File: src/inc/iqcab_pkg.sv
// constants for the AB correction register bank and its datapath
// assumes a 32-bit AHB-Lite slave with one register per aligned word
package iqcab_pkg;
  // register indices; byte address is four times the index
  localparam logic [5:0] IQCAB_IDX_A_GAIN   = 6'h0c;
  localparam logic [5:0] IQCAB_IDX_B_GAIN   = 6'h0d;
  localparam logic [5:0] IQCAB_IDX_DLY_GAIN = 6'h0f;
  localparam logic [5:0] IQCAB_IDX_PHASE    = 6'h10;
  localparam logic [5:0] IQCAB_IDX_SYNC_EN  = 6'h1e;
  localparam logic [5:0] IQCAB_IDX_NONE     = 6'h3f;
  // field positions
  localparam int IQCAB_AB_LAG_LSB = 14;
  localparam int IQCAB_CD_LAG_LSB = 12;
  localparam int IQCAB_GAIN_W     = 11;
  localparam int IQCAB_PHASE_W    = 12;
  localparam int IQCAB_GAIN_FRAC  = 10;
  localparam int IQCAB_PHASE_FRAC = 12;
  // reset values
  localparam logic [15:0] IQCAB_DLY_GAIN_RST = 16'h0400;
  localparam logic [10:0] IQCAB_GAIN_RST     = 11'h400;
  localparam logic [11:0] IQCAB_PHASE_RST    = 12'h000;
  localparam logic        IQCAB_SYNC_EN_RST  = 1'b1;
  // sample limits
  localparam logic signed [15:0] IQCAB_SMAX = 16'sh7fff;
  localparam logic signed [15:0] IQCAB_SMIN = 16'sh8000;
  localparam int IQCAB_LAG_MAX = 3;
endpackage : iqcab_pkg

File: src/hdl/iqcab_top.sv
// AB correction register bank with gain, phase and pair-lag datapath
// assumes an AHB-Lite master and a valid/ready sample source and sink
//
// Operation
// - AB pair output lag 0..3 accepted sample sets from bits 15:14 of delay/gain register.
// - CD pair output lag 0..3 accepted sample sets from bits 13:12 of delay/gain register.
// - channel D scaled by unsigned 11-bit gain in bits 10:0, 0 to 1.9990.
// - gain words are fixed point, bit 10 weighs one.
// - AB phase word is 12-bit two's complement spanning -0.5 to 0.49975.
// - AB phase word is zero after reset, no correction applied.
// - phase word times B sample is added into A sample.
// - phase register write with auto-sync enabled raises a sync event.
// - sync event loads A gain, B gain and phase together.
// - A and B gain writes stay pending until the sync load.
// - channel A gain is unsigned 11-bit word in bits 10:0 of own register.
// - channel B gain is unsigned 11-bit word in bits 10:0 of own register.
//
// Our own choice: the AHB-Lite interface to the registers.
`timescale 1ns/100ps
`default_nettype none
module iqcab_top
  import iqcab_pkg::*;
#(
  parameter int DW = 16
) (
  input  wire logic          CLK_SYS,
  input  wire logic          RST_N,
  input  wire logic          HSEL,
  input  wire logic [31:0]   HADDR,
  input  wire logic [1:0]    HTRANS,
  input  wire logic          HWRITE,
  input  wire logic [2:0]    HSIZE,
  input  wire logic [31:0]   HWDATA,
  input  wire logic          HREADY,
  output logic               HREADYOUT,
  output logic [31:0]        HRDATA,
  output logic               HRESP,
  input  wire logic          IN_VALID,
  output logic               IN_READY,
  input  wire logic [DW-1:0] IN_A,
  input  wire logic [DW-1:0] IN_B,
  input  wire logic [DW-1:0] IN_C,
  input  wire logic [DW-1:0] IN_D,
  output logic               OUT_VALID,
  input  wire logic          OUT_READY,
  output logic [DW-1:0]      OUT_A,
  output logic [DW-1:0]      OUT_B,
  output logic [DW-1:0]      OUT_C,
  output logic [DW-1:0]      OUT_D
);

  // saturate a wide signed sum to one sample
  function automatic logic signed [DW-1:0] f_sat(input logic signed [28:0] v);
    if (v > IQCAB_SMAX) return IQCAB_SMAX;
    if (v < IQCAB_SMIN) return IQCAB_SMIN;
    return v[DW-1:0];
  endfunction

  // unsigned gain times signed sample, binary point below bit 10
  function automatic logic signed [28:0] f_gain(input logic signed [DW-1:0] s,
                                                input logic [10:0] g);
    logic signed [28:0] p;
    p = 29'(s) * $signed({1'b0, g});
    return p >>> IQCAB_GAIN_FRAC;
  endfunction

  logic [5:0]  idx_reg;
  logic        wr_reg;
  logic [15:0] dly_gain_reg;
  logic [10:0] ga_reg;
  logic [10:0] gb_reg;
  logic [11:0] phase_reg;
  logic        sync_en_reg;
  logic [10:0] act_ga_reg;
  logic [10:0] act_gb_reg;
  logic [11:0] act_phase_reg;
  logic        wr_phase;
  logic        sync_load;
  logic [5:0]  rd_idx;
  logic [31:0] rd_next;
  logic [1:0]  lag_ab;
  logic [1:0]  lag_cd;
  logic [10:0] gain_d;

  assign lag_ab = dly_gain_reg[IQCAB_AB_LAG_LSB +: 2];
  assign lag_cd = dly_gain_reg[IQCAB_CD_LAG_LSB +: 2];
  assign gain_d = dly_gain_reg[IQCAB_GAIN_W-1:0];
  assign wr_phase = wr_reg && (idx_reg == IQCAB_IDX_PHASE);
  assign sync_load = wr_phase && sync_en_reg;

  // address phase capture; zero wait states so hready is always high
  assign rd_idx = (HADDR[31:8] == 24'h000000) ? HADDR[7:2] : IQCAB_IDX_NONE;
  always_ff @(posedge CLK_SYS or negedge RST_N) begin
    if (!RST_N) begin
      idx_reg   <= IQCAB_IDX_NONE;
      wr_reg    <= 1'b0;
      HREADYOUT <= 1'b1;
      HRESP     <= 1'b0;
    end else begin
      HREADYOUT <= 1'b1;
      HRESP     <= 1'b0;
      if (HREADY) begin
        idx_reg <= rd_idx;
        wr_reg  <= HSEL && HTRANS[1] && HWRITE;
      end
    end
  end

  // read mux; unmapped and reserved bits read zero
  always_comb begin
    rd_next = 32'h00000000;
    case (rd_idx)
      IQCAB_IDX_A_GAIN:   rd_next[10:0] = ga_reg;
      IQCAB_IDX_B_GAIN:   rd_next[10:0] = gb_reg;
      IQCAB_IDX_DLY_GAIN: rd_next[15:0] = {dly_gain_reg[15:12], 1'b0, dly_gain_reg[10:0]};
      IQCAB_IDX_PHASE:    rd_next[11:0] = phase_reg;
      IQCAB_IDX_SYNC_EN:  rd_next[0]    = sync_en_reg;
      default:            rd_next       = 32'h00000000;
    endcase
  end

  // read data registered at the address phase, stands in the data phase
  always_ff @(posedge CLK_SYS or negedge RST_N) begin
    if (!RST_N) begin
      HRDATA <= 32'h00000000;
    end else if (HREADY && HSEL && HTRANS[1] && !HWRITE) begin
      HRDATA <= rd_next;
    end
  end

  // software-visible registers written in the data phase
  always_ff @(posedge CLK_SYS or negedge RST_N) begin
    if (!RST_N) begin
      dly_gain_reg <= IQCAB_DLY_GAIN_RST;
      ga_reg       <= IQCAB_GAIN_RST;
      gb_reg       <= IQCAB_GAIN_RST;
      phase_reg    <= IQCAB_PHASE_RST;
      sync_en_reg  <= IQCAB_SYNC_EN_RST;
    end else if (wr_reg) begin
      case (idx_reg)
        IQCAB_IDX_A_GAIN:   ga_reg <= HWDATA[IQCAB_GAIN_W-1:0];
        IQCAB_IDX_B_GAIN:   gb_reg <= HWDATA[IQCAB_GAIN_W-1:0];
        IQCAB_IDX_DLY_GAIN: dly_gain_reg <= {HWDATA[15:12], 1'b0, HWDATA[10:0]};
        IQCAB_IDX_PHASE:    phase_reg <= HWDATA[IQCAB_PHASE_W-1:0];
        IQCAB_IDX_SYNC_EN:  sync_en_reg <= HWDATA[0];
        default:            ;
      endcase
    end
  end

  // active AB settings; only the sync load moves them, all in one step
  always_ff @(posedge CLK_SYS or negedge RST_N) begin
    if (!RST_N) begin
      act_ga_reg    <= IQCAB_GAIN_RST;
      act_gb_reg    <= IQCAB_GAIN_RST;
      act_phase_reg <= IQCAB_PHASE_RST;
    end else if (sync_load) begin
      act_ga_reg    <= ga_reg;
      act_gb_reg    <= gb_reg;
      act_phase_reg <= HWDATA[IQCAB_PHASE_W-1:0];
    end
  end

  // correction of one sample set
  logic signed [DW-1:0] corr [4];
  logic signed [28:0]   ph_term;
  logic signed [28:0]   a_sum;
  logic [DW-1:0]        tap [4];
  logic                 push;
  logic                 pop;

  // phase word over 4096 spans -0.5 .. 0.49975
  assign ph_term = (29'($signed(act_phase_reg)) * 29'($signed(IN_B))) >>> IQCAB_PHASE_FRAC;
  assign a_sum   = f_gain($signed(IN_A), act_ga_reg) + ph_term;
  assign corr[0] = f_sat(a_sum);
  assign corr[1] = f_sat(f_gain($signed(IN_B), act_gb_reg));
  assign corr[2] = $signed(IN_C);
  assign corr[3] = f_sat(f_gain($signed(IN_D), gain_d));

  assign push = IN_VALID && IN_READY;
  assign pop  = OUT_VALID && OUT_READY;

  // per-channel lag line; a lag step is one accepted sample set
  genvar ch;
  generate
    for (ch = 0; ch < 4; ch++) begin : g_lag
      logic [DW-1:0] line_reg [IQCAB_LAG_MAX];
      logic [1:0]    lag;
      assign lag = (ch < 2) ? lag_ab : lag_cd;
      assign tap[ch] = (lag == 2'h0) ? corr[ch] : line_reg[lag - 2'h1];
      always_ff @(posedge CLK_SYS or negedge RST_N) begin
        if (!RST_N) begin
          for (int i = 0; i < IQCAB_LAG_MAX; i++) line_reg[i] <= '0;
        end else if (push) begin
          line_reg[0] <= corr[ch];
          for (int i = 1; i < IQCAB_LAG_MAX; i++) line_reg[i] <= line_reg[i-1];
        end
      end
    end
  endgenerate

  // two-entry shift buffer; head always in slot 0 so outputs are flops
  logic [4*DW-1:0] ent1_reg;
  logic [4*DW-1:0] wdat;
  logic [1:0]      cnt_reg;
  logic [1:0]      cnt_next;

  assign wdat = {tap[0], tap[1], tap[2], tap[3]};

  always_comb begin
    cnt_next = cnt_reg;
    if (push && !pop) cnt_next = cnt_reg + 2'h1;
    if (pop && !push) cnt_next = cnt_reg - 2'h1;
  end

  always_ff @(posedge CLK_SYS or negedge RST_N) begin
    if (!RST_N) begin
      cnt_reg   <= 2'h0;
      OUT_VALID <= 1'b0;
      IN_READY  <= 1'b1;
    end else begin
      cnt_reg   <= cnt_next;
      OUT_VALID <= cnt_next != 2'h0;
      IN_READY  <= cnt_next != 2'h2; // stall reaches the source
    end
  end

  // buffer slots; slot 0 drives the output ports directly
  always_ff @(posedge CLK_SYS or negedge RST_N) begin
    if (!RST_N) begin
      {OUT_A, OUT_B, OUT_C, OUT_D} <= '0;
      ent1_reg <= '0;
    end else begin
      case ({push, pop})
        2'b10: begin
          if (cnt_reg == 2'h0) {OUT_A, OUT_B, OUT_C, OUT_D} <= wdat;
          else ent1_reg <= wdat;
        end
        2'b01: {OUT_A, OUT_B, OUT_C, OUT_D} <= ent1_reg;
        2'b11: begin
          if (cnt_reg == 2'h1) begin
            {OUT_A, OUT_B, OUT_C, OUT_D} <= wdat;
          end else begin
            {OUT_A, OUT_B, OUT_C, OUT_D} <= ent1_reg;
            ent1_reg <= wdat;
          end
        end
        default: ;
      endcase
    end
  end
endmodule // iqcab_top
`default_nettype wire

File: config.mk
export PLATFORM = sky130hd
export DESIGN_NAME = iqcab_top
export DESIGN_NICKNAME = d
export VERILOG_FILES = /design/src/inc/iqcab_pkg.sv /design/src/hdl/iqcab_top.sv
export SDC_FILE = /design/constraint.sdc
export NUM_CORES = 2
export LEC_CHECK = 0
export ABC_CLOCK_PERIOD_IN_PS = 22000
export BUFFER_PORTS_ARGS = -buffer_cell sky130_fd_sc_hd__buf_2
export CAP_MARGIN = 40
export CORE_UTILIZATION = 30
export CTS_CLUSTER_SIZE = 20
export DETAILED_ROUTE_END_ITERATION = 10
export SYNTH_ARGS = -nofsm -noshare
export SYNTH_HDL_FRONTEND = slang
export SYNTH_SLANG_ARGS = --single-unit
File: constraint.sdc
create_clock -name CLK_SYS -period 22 [get_ports CLK_SYS]
set_input_delay 3.3 -clock CLK_SYS [delete_from_list [all_inputs] [get_ports CLK_SYS]]
set_output_delay 3.3 -clock CLK_SYS [all_outputs]
set_load 0.02 [all_outputs]
* After elaboration in Yosys (flattened, before gate mapping) *
Index checks and enable logic that the tools add are counted.

operators by class
  equality and inequality tests = 18
  $add $sub $neg = 5
  $lt $le $gt $ge = 8
  multipliers = 4
  mux-type cells = 59
  bitwise gates (word level) = 2
  reductions and logical operators = 28

operator list
  kind                    count
  $mux W16                32
  $pmux W16 S3            4
  $bmux W16 S2            4
  $mux W64                2
  $pmux W64 S2            1
  $mul A16 B12 Y28        3
  $pmux W10 S4            1
  $eq A6 B4 Y1 const B    6
  $gt A18 B16 Y1 const B  2
  $lt A18 B16 Y1 const B  2
  $mul A12 B16 Y28        1
  $eq A6 B5 Y1 const B    4
  $logic_not A24 Y1       1
  $add A18 B16 Y19        1
  $gt A19 B16 Y1 const B  1
  $lt A19 B16 Y1 const B  1
  $reduce_and A2 Y1       6
  $logic_and A1 B1 Y1     11
  $mux W1                 10
  $ne A2 B2 Y1 const B    4
  $ge A3 B3 Y1 const B    2
  $logic_not A2 Y1        3
  $mux W6                 1
  $not A2 Y3              2
  other kinds (11)        19

storage, ports and cells
  input bits = 140
  word-level logic and storage cells = 155
  output and inout port bits = 100
  bits in registers = 431

* Logic depth before layout (Yosys ltp) *
  word-level depth = 10
  mapped depth = 34
  depth with buffers taken out = 31

* Worst setup path before layout *
No wires, ideal clock.

  path type = input-to-reg
  start point = in IN_A[8]
  end point = reg ent1_reg[59]
  buffers on the path = 2
  data required time = 21.865 ns
  setup slack = 11.376 ns
  cell stages on the path = 30
  library setup time = 0.135 ns
  data arrival time = 10.489 ns
  cell sequence = clkbuf_1 nand2_1 fa_1 inv_1 fa_1 fa_1 fa_1 inv_1 fa_1 inv_1 ha_1 a21o_1 a21o_1 a21o_1 o21a_1 a311o_1 a31o_2 a21oi_1 xnor2_1 ha_1 and3_1 and2_2 a221oi_2 a21bo_2 a211oi_1 nor2_1 o21a_1 buf_2 a211oi_1 o31ai_1

between the ends
  cells in the longest elaborated chain, start to end = 10
  elaborated cells on any way between the ends = 14
  classes of those cells = add/sub (1); mul (1); order compare (2); mux (10)

RTL lines
  item                         RTL line                            text
  start: declaration           iqcab_top.sv:40                     input wire logic [DW-1:0] IN_A,
  $mul A16 B12 Y28 (*)         iqcab_top.sv:63                     p = 29'(s) * $signed({1'b0, g});
  $add A18 B16 Y19 (*)         iqcab_top.sv:174                    assign a_sum = f_gain($signed(IN_A), act_ga_reg) + ph_term;
  $lt A19 B16 Y1               iqcab_top.sv:55                     if (v < IQCAB_SMIN) return IQCAB_SMIN;
  $mux W1 (2 in series)        iqcab_top.sv:55
  $mux W16                     iqcab_top.sv:56                     return v[DW-1:0];
  $mux W16 (*)                 iqcab_top.sv:55
  $mux W16 (*)                 iqcab_top.sv:190                    assign tap[ch] = (lag == 2'h0) ? corr[ch] : line_reg[lag - 2'h1];
  $mux W64 (on tied branches)  iqcab_top.sv:241, iqcab_top.sv:236
  $pmux W64 S2 (*)             iqcab_top.sv:234                    case ({push, pop})
  end signal: assignment       iqcab_top.sv:237                    else ent1_reg <= wdat;
  end signal: assignment       iqcab_top.sv:245                    ent1_reg <= wdat;
  end: declaration             iqcab_top.sv:203                    logic [4*DW-1:0] ent1_reg;

Mark *: on every way between the ends. The rest lies on a longest branch, timed or not. The select of a mux whose other input is x is not followed.
A chain may end at the register's enable or synchronous reset.

* Worst setup path in the final report *
  start point = in IN_B[7]
  end point = reg ent1_reg[48]

between the ends
  cells in the longest elaborated chain, start to end = 10
  elaborated cells on any way between the ends = 14
  classes of those cells = add/sub (1); mul (1); order compare (2); mux (10)

RTL lines
  item                         RTL line                            text
  start: declaration           iqcab_top.sv:41                     input wire logic [DW-1:0] IN_B,
  $mul A12 B16 Y28 (*)         iqcab_top.sv:173                    assign ph_term = (29'($signed(act_phase_reg)) * 29'($signed(IN_B))) >>> IQCAB_PHASE_FRAC;
  $add A18 B16 Y19 (*)         iqcab_top.sv:174
  $lt A19 B16 Y1               iqcab_top.sv:55
  $mux W1 (2 in series)        iqcab_top.sv:55
  $mux W16                     iqcab_top.sv:56
  $mux W16 (*)                 iqcab_top.sv:55
  $mux W16 (*)                 iqcab_top.sv:190
  $mux W64 (on tied branches)  iqcab_top.sv:241, iqcab_top.sv:236
  $pmux W64 S2 (*)             iqcab_top.sv:234

Marks and branches as above.

==> results.txt <==
- Period Utilization, post-route: 53.2%
* Final antenna-violating net count: 0
- Among all flip-flop cells after synthesis, the most frequent one is dfrtp_1.
* Number of instances resized during post-cts repair: 0
- Measured along the x axis, the die boundary spans 393 um.
* Lkg Pwr: 24.8 nW
* Area Overhead vs Synth: 9.96%
* Via count: 34.0k
* Die footprint: 0.155 mm2
- Depth of the CTS H-tree: 2
* Final number of setup-violating endpoints: 0
- Clk buf depth: 3
* Startpoint of the worst setup timing path: IN_B[7]
- Total routing resource utilization after global routing: 15.4%
- Count of port buffers added during placement: 199
- TritonRoute pass-1 iters: 6
* Total Nets Final: 6066
* Fraction of layout cells with a size suffix above 1: 10.8%
- The detailed router finished its first iteration with 1937 violations.
* Via count of the first global-routing pass: 34.8k
- Number of unique standard cell types used by synthesis: 84
* Slew Limit Headroom: 36.8%
- In this run the mean area of a mapped cell was 9.18 um2.
- Leaving out fill and tap cells, the most frequent cell in the layout is nand2_1.
- Critical path required time: 22.53 ns
- Total Wirelength: 118 mm
- OpenSTA, run right after detailed placement, puts the worst setup slack at 9.68 ns.
- Using the TritonRoute via totals, the vias-per-cell ratio works out to 4.79.
* Fmax: 0.0855 GHz
- Flops & latches, synth: 431
- The Yosys step of the flow raised 0 warnings.
- Actual slew at the worst max-slew pin: 0.948 ns
* Reg2reg setup slack: 12.62 ns
- Synthesis handed over a netlist of 5003 instances.
* Buffers inserted by post-CTS timing repair: 0
- Total negative setup slack: 0 ns
* Final estimated routing congestion in global placement: 0.845
* Height of the chip: 393 um
- Commonest cells after routing, fill and taps aside: 1029 x nand2_1, 815 x inv_1, 657 x fa_1
- Summing internal, switching and leakage power gives 7.35 mW.
- The critical path in this run is classified as input port to register.
- The min-delay analysis places its worst path in the category register to register.
- Following the worst setup path forward leads to its endpoint at ent1_reg[48].
- Post-DP HPWL: 89.5 mm
- Across the VDD grid, the largest voltage drop is 0.277 mV.
- Summed over all layers, the global routing overflow is 0.
- Most used cell along the critical path: fa_1
* Cts hold-fix bufs: 0
* Max cap viols: 0
- Kind of capture point of the worst setup path: register
* Post-synth ARST share: 100%
- Reg2reg start: act_phase_reg[3]
- Share of the yosys chip area belonging to registers: 23.5%
- Grouping stages by cell kind, the critical path spends the most delay in adder cells.
- The first global-routing pass estimated 191 mm of wire.
- In this run the power density over the cells is 146 mW/mm2.
- TritonCTS clock tree: done
- Critical path fanouts, max: 23
- After clock tree synthesis, the clock-pin slew on the worst setup and hold paths is 0.06 ns.
* Layout Skew: 0.0415 ns
* Final worst-path setup slack: 10.30 ns
* Number of antenna violations at the first check in global routing: 17
- Worst Reg2Reg Path Length in Cells: 28
- For this design, the sink count on the clock tree is 431.
* Number of logic stages on the critical path including buffering: 27
- Unrepaired setup endpoints after global routing: no
* Data arrival, critical path: 12.23 ns
- The synthesized design contains 0 enable-type register cells.
- Top-level I/O count: 240
* Effective utilization at floorplan: 30.2%
- Number of clock buffers inserted by TritonCTS: 49
* Max incr delay on CP: 0.61 ns
* Post-route DRC violation count: 0
* Worst Setup Start Kind: input port
- Synth Cell Area: 0.0459 mm2
* Pin count of the biggest net entering global routing: 110
- The total count of hold-check failures in the final report is 0.
- Clock tree synthesis selected as its root buffer the cell clkbuf_16.
- The count of final max-slew check failures was 0.
- Outcome: complete, no violations
- Slowest cell on the critical path: o41ai_1
* Site row count: 143
- Counting both buffers and inverters, the worst setup path holds a total of 2.
* End of the worst register-to-register path: ent1_reg[48]
- Flip-flop count of the largest register after layout: 192
* Minimum period implied by the final worst setup slack: 11.70 ns
- After detailed routing, the average wire length per cell comes to 16.7 um.
* Placeable core region: 0.152 mm2
- Source-to-sink clock delay at the later pin of the worst-skew pair: 0.65 ns
report_power, final:
group          switching (mW)  leakage (nW)  internal [mW]
combinational            3.34          18.7           1.90
clock                   0.362         0.809          0.488
sequential              0.175          5.30           1.08
synth_stat cells, types with 18 or more instances:
| cell type | n | area share [%] |
|---|---|---|
| a211oi_1 | 22 | 0.36 |
| a21o_1 | 57 | 0.93 |
| a21oi_1 | 134 | 1.5 |
| a221oi_1 | 43 | 0.82 |
| a22o_1 | 28 | 0.53 |
| a22oi_1 | 19 | 0.31 |
| a311oi_1 | 24 | 0.46 |
| a31oi_1 | 59 | 0.80 |
| and2_1 | 285 | 3.9 |
| and3_1 | 19 | 0.26 |
| buf_4 | 18 | 0.29 |
| clkbuf_1 | 247 | 2.0 |
| dfrtp_1 | 418 | 23 |
| fa_1 | 657 | 29 |
| ha_1 | 252 | 6.9 |
| inv_1 | 815 | 6.7 |
| mux2_2 | 160 | 3.9 |
| mux2i_1 | 20 | 0.44 |
| nand2_1 | 1031 | 8.4 |
| nand3_1 | 28 | 0.31 |
| nor2_1 | 176 | 1.4 |
| nor3_1 | 21 | 0.23 |
| o21ai_0 | 77 | 0.84 |
| o31ai_1 | 36 | 0.59 |
| xnor2_1 | 70 | 1.3 |
| xor2_1 | 26 | 0.50 |
tightest hold or removal path: cells and delay by family (launching register included):
kind | cells | cell delay [ns]
AND/OR/NAND/NOR | 2 | 0.10
flip-flops | 1 | 0.36
stage by stage:
| step | hold WS, ns | util (%) | area [um2] | cells |
|---|---|---|---|---|
| final | 0.451 | 33.2 | 50500 | 7094 |
| after CTS | 0.453 | 33.2 | 50500 | 7086 |
| after global placement | 0.453 | 32.0 | 48600 | 6990 |
| after floorplan | 0.441 | - | 46000 | 5019 |
| after detailed placement | 0.459 | 32.1 | 48800 | 6996 |
| after global routing | 0.476 | 33.2 | 50500 | 7092 |
worst min-delay path by stage:
stage                                     start                    end  slack [ns]  cells past startpoint
after floorplan                    ent1_reg[32]           ent1_reg[32]        0.44                      1
after global placement     g_lag[0].line_reg[1]   g_lag[0].line_reg[1]        0.45                      2
after detailed placement  g_lag[3].line_reg[13]  g_lag[3].line_reg[13]        0.46                      2
after CTS                 g_lag[1].line_reg[31]  g_lag[1].line_reg[15]        0.45                      2
after global routing      g_lag[1].line_reg[31]  g_lag[1].line_reg[15]        0.48                      2
final                     g_lag[1].line_reg[31]  g_lag[1].line_reg[15]        0.45                      2
final cells by class:
cell class | count | area (um2)
Antenna cell | 8 | 20.0
Multi-Input combinational cell | 3479 | 31000
Fill cell | 15600 | 101000
Clock inverter | 22 | 277
Tap cell | 2030 | 2540
Clock buffer | 68 | 1410
Timing Repair Buffer | 240 | 1400
Sequential cell | 431 | 10800
Inverter | 816 | 3060
layer usage:
metal	up-vias	share of wire, %	GRT usage (%)
li1	15700	-	-
met2	780	45	24.3
met4	8	3.1	4.85
met3	198	5.7	2.65
met5	-	0.046	0
met1	17300	46	21.4
kinds of logic (layout without fill, tap and decap cells):
kind of cell	count (synthesis)	after routing	share of synthesized area [%]
compound gates	629	629	9.61
xor+xnor	96	96	1.83
fa+ha+maj	909	909	35.5
buf+inv	1109	1146	9.28
flops	431	431	23.5
mux	180	180	4.36
other cells	2	26	0.0164
simple gates	1647	1647	15.8
(Power assumes the default switching activity.)
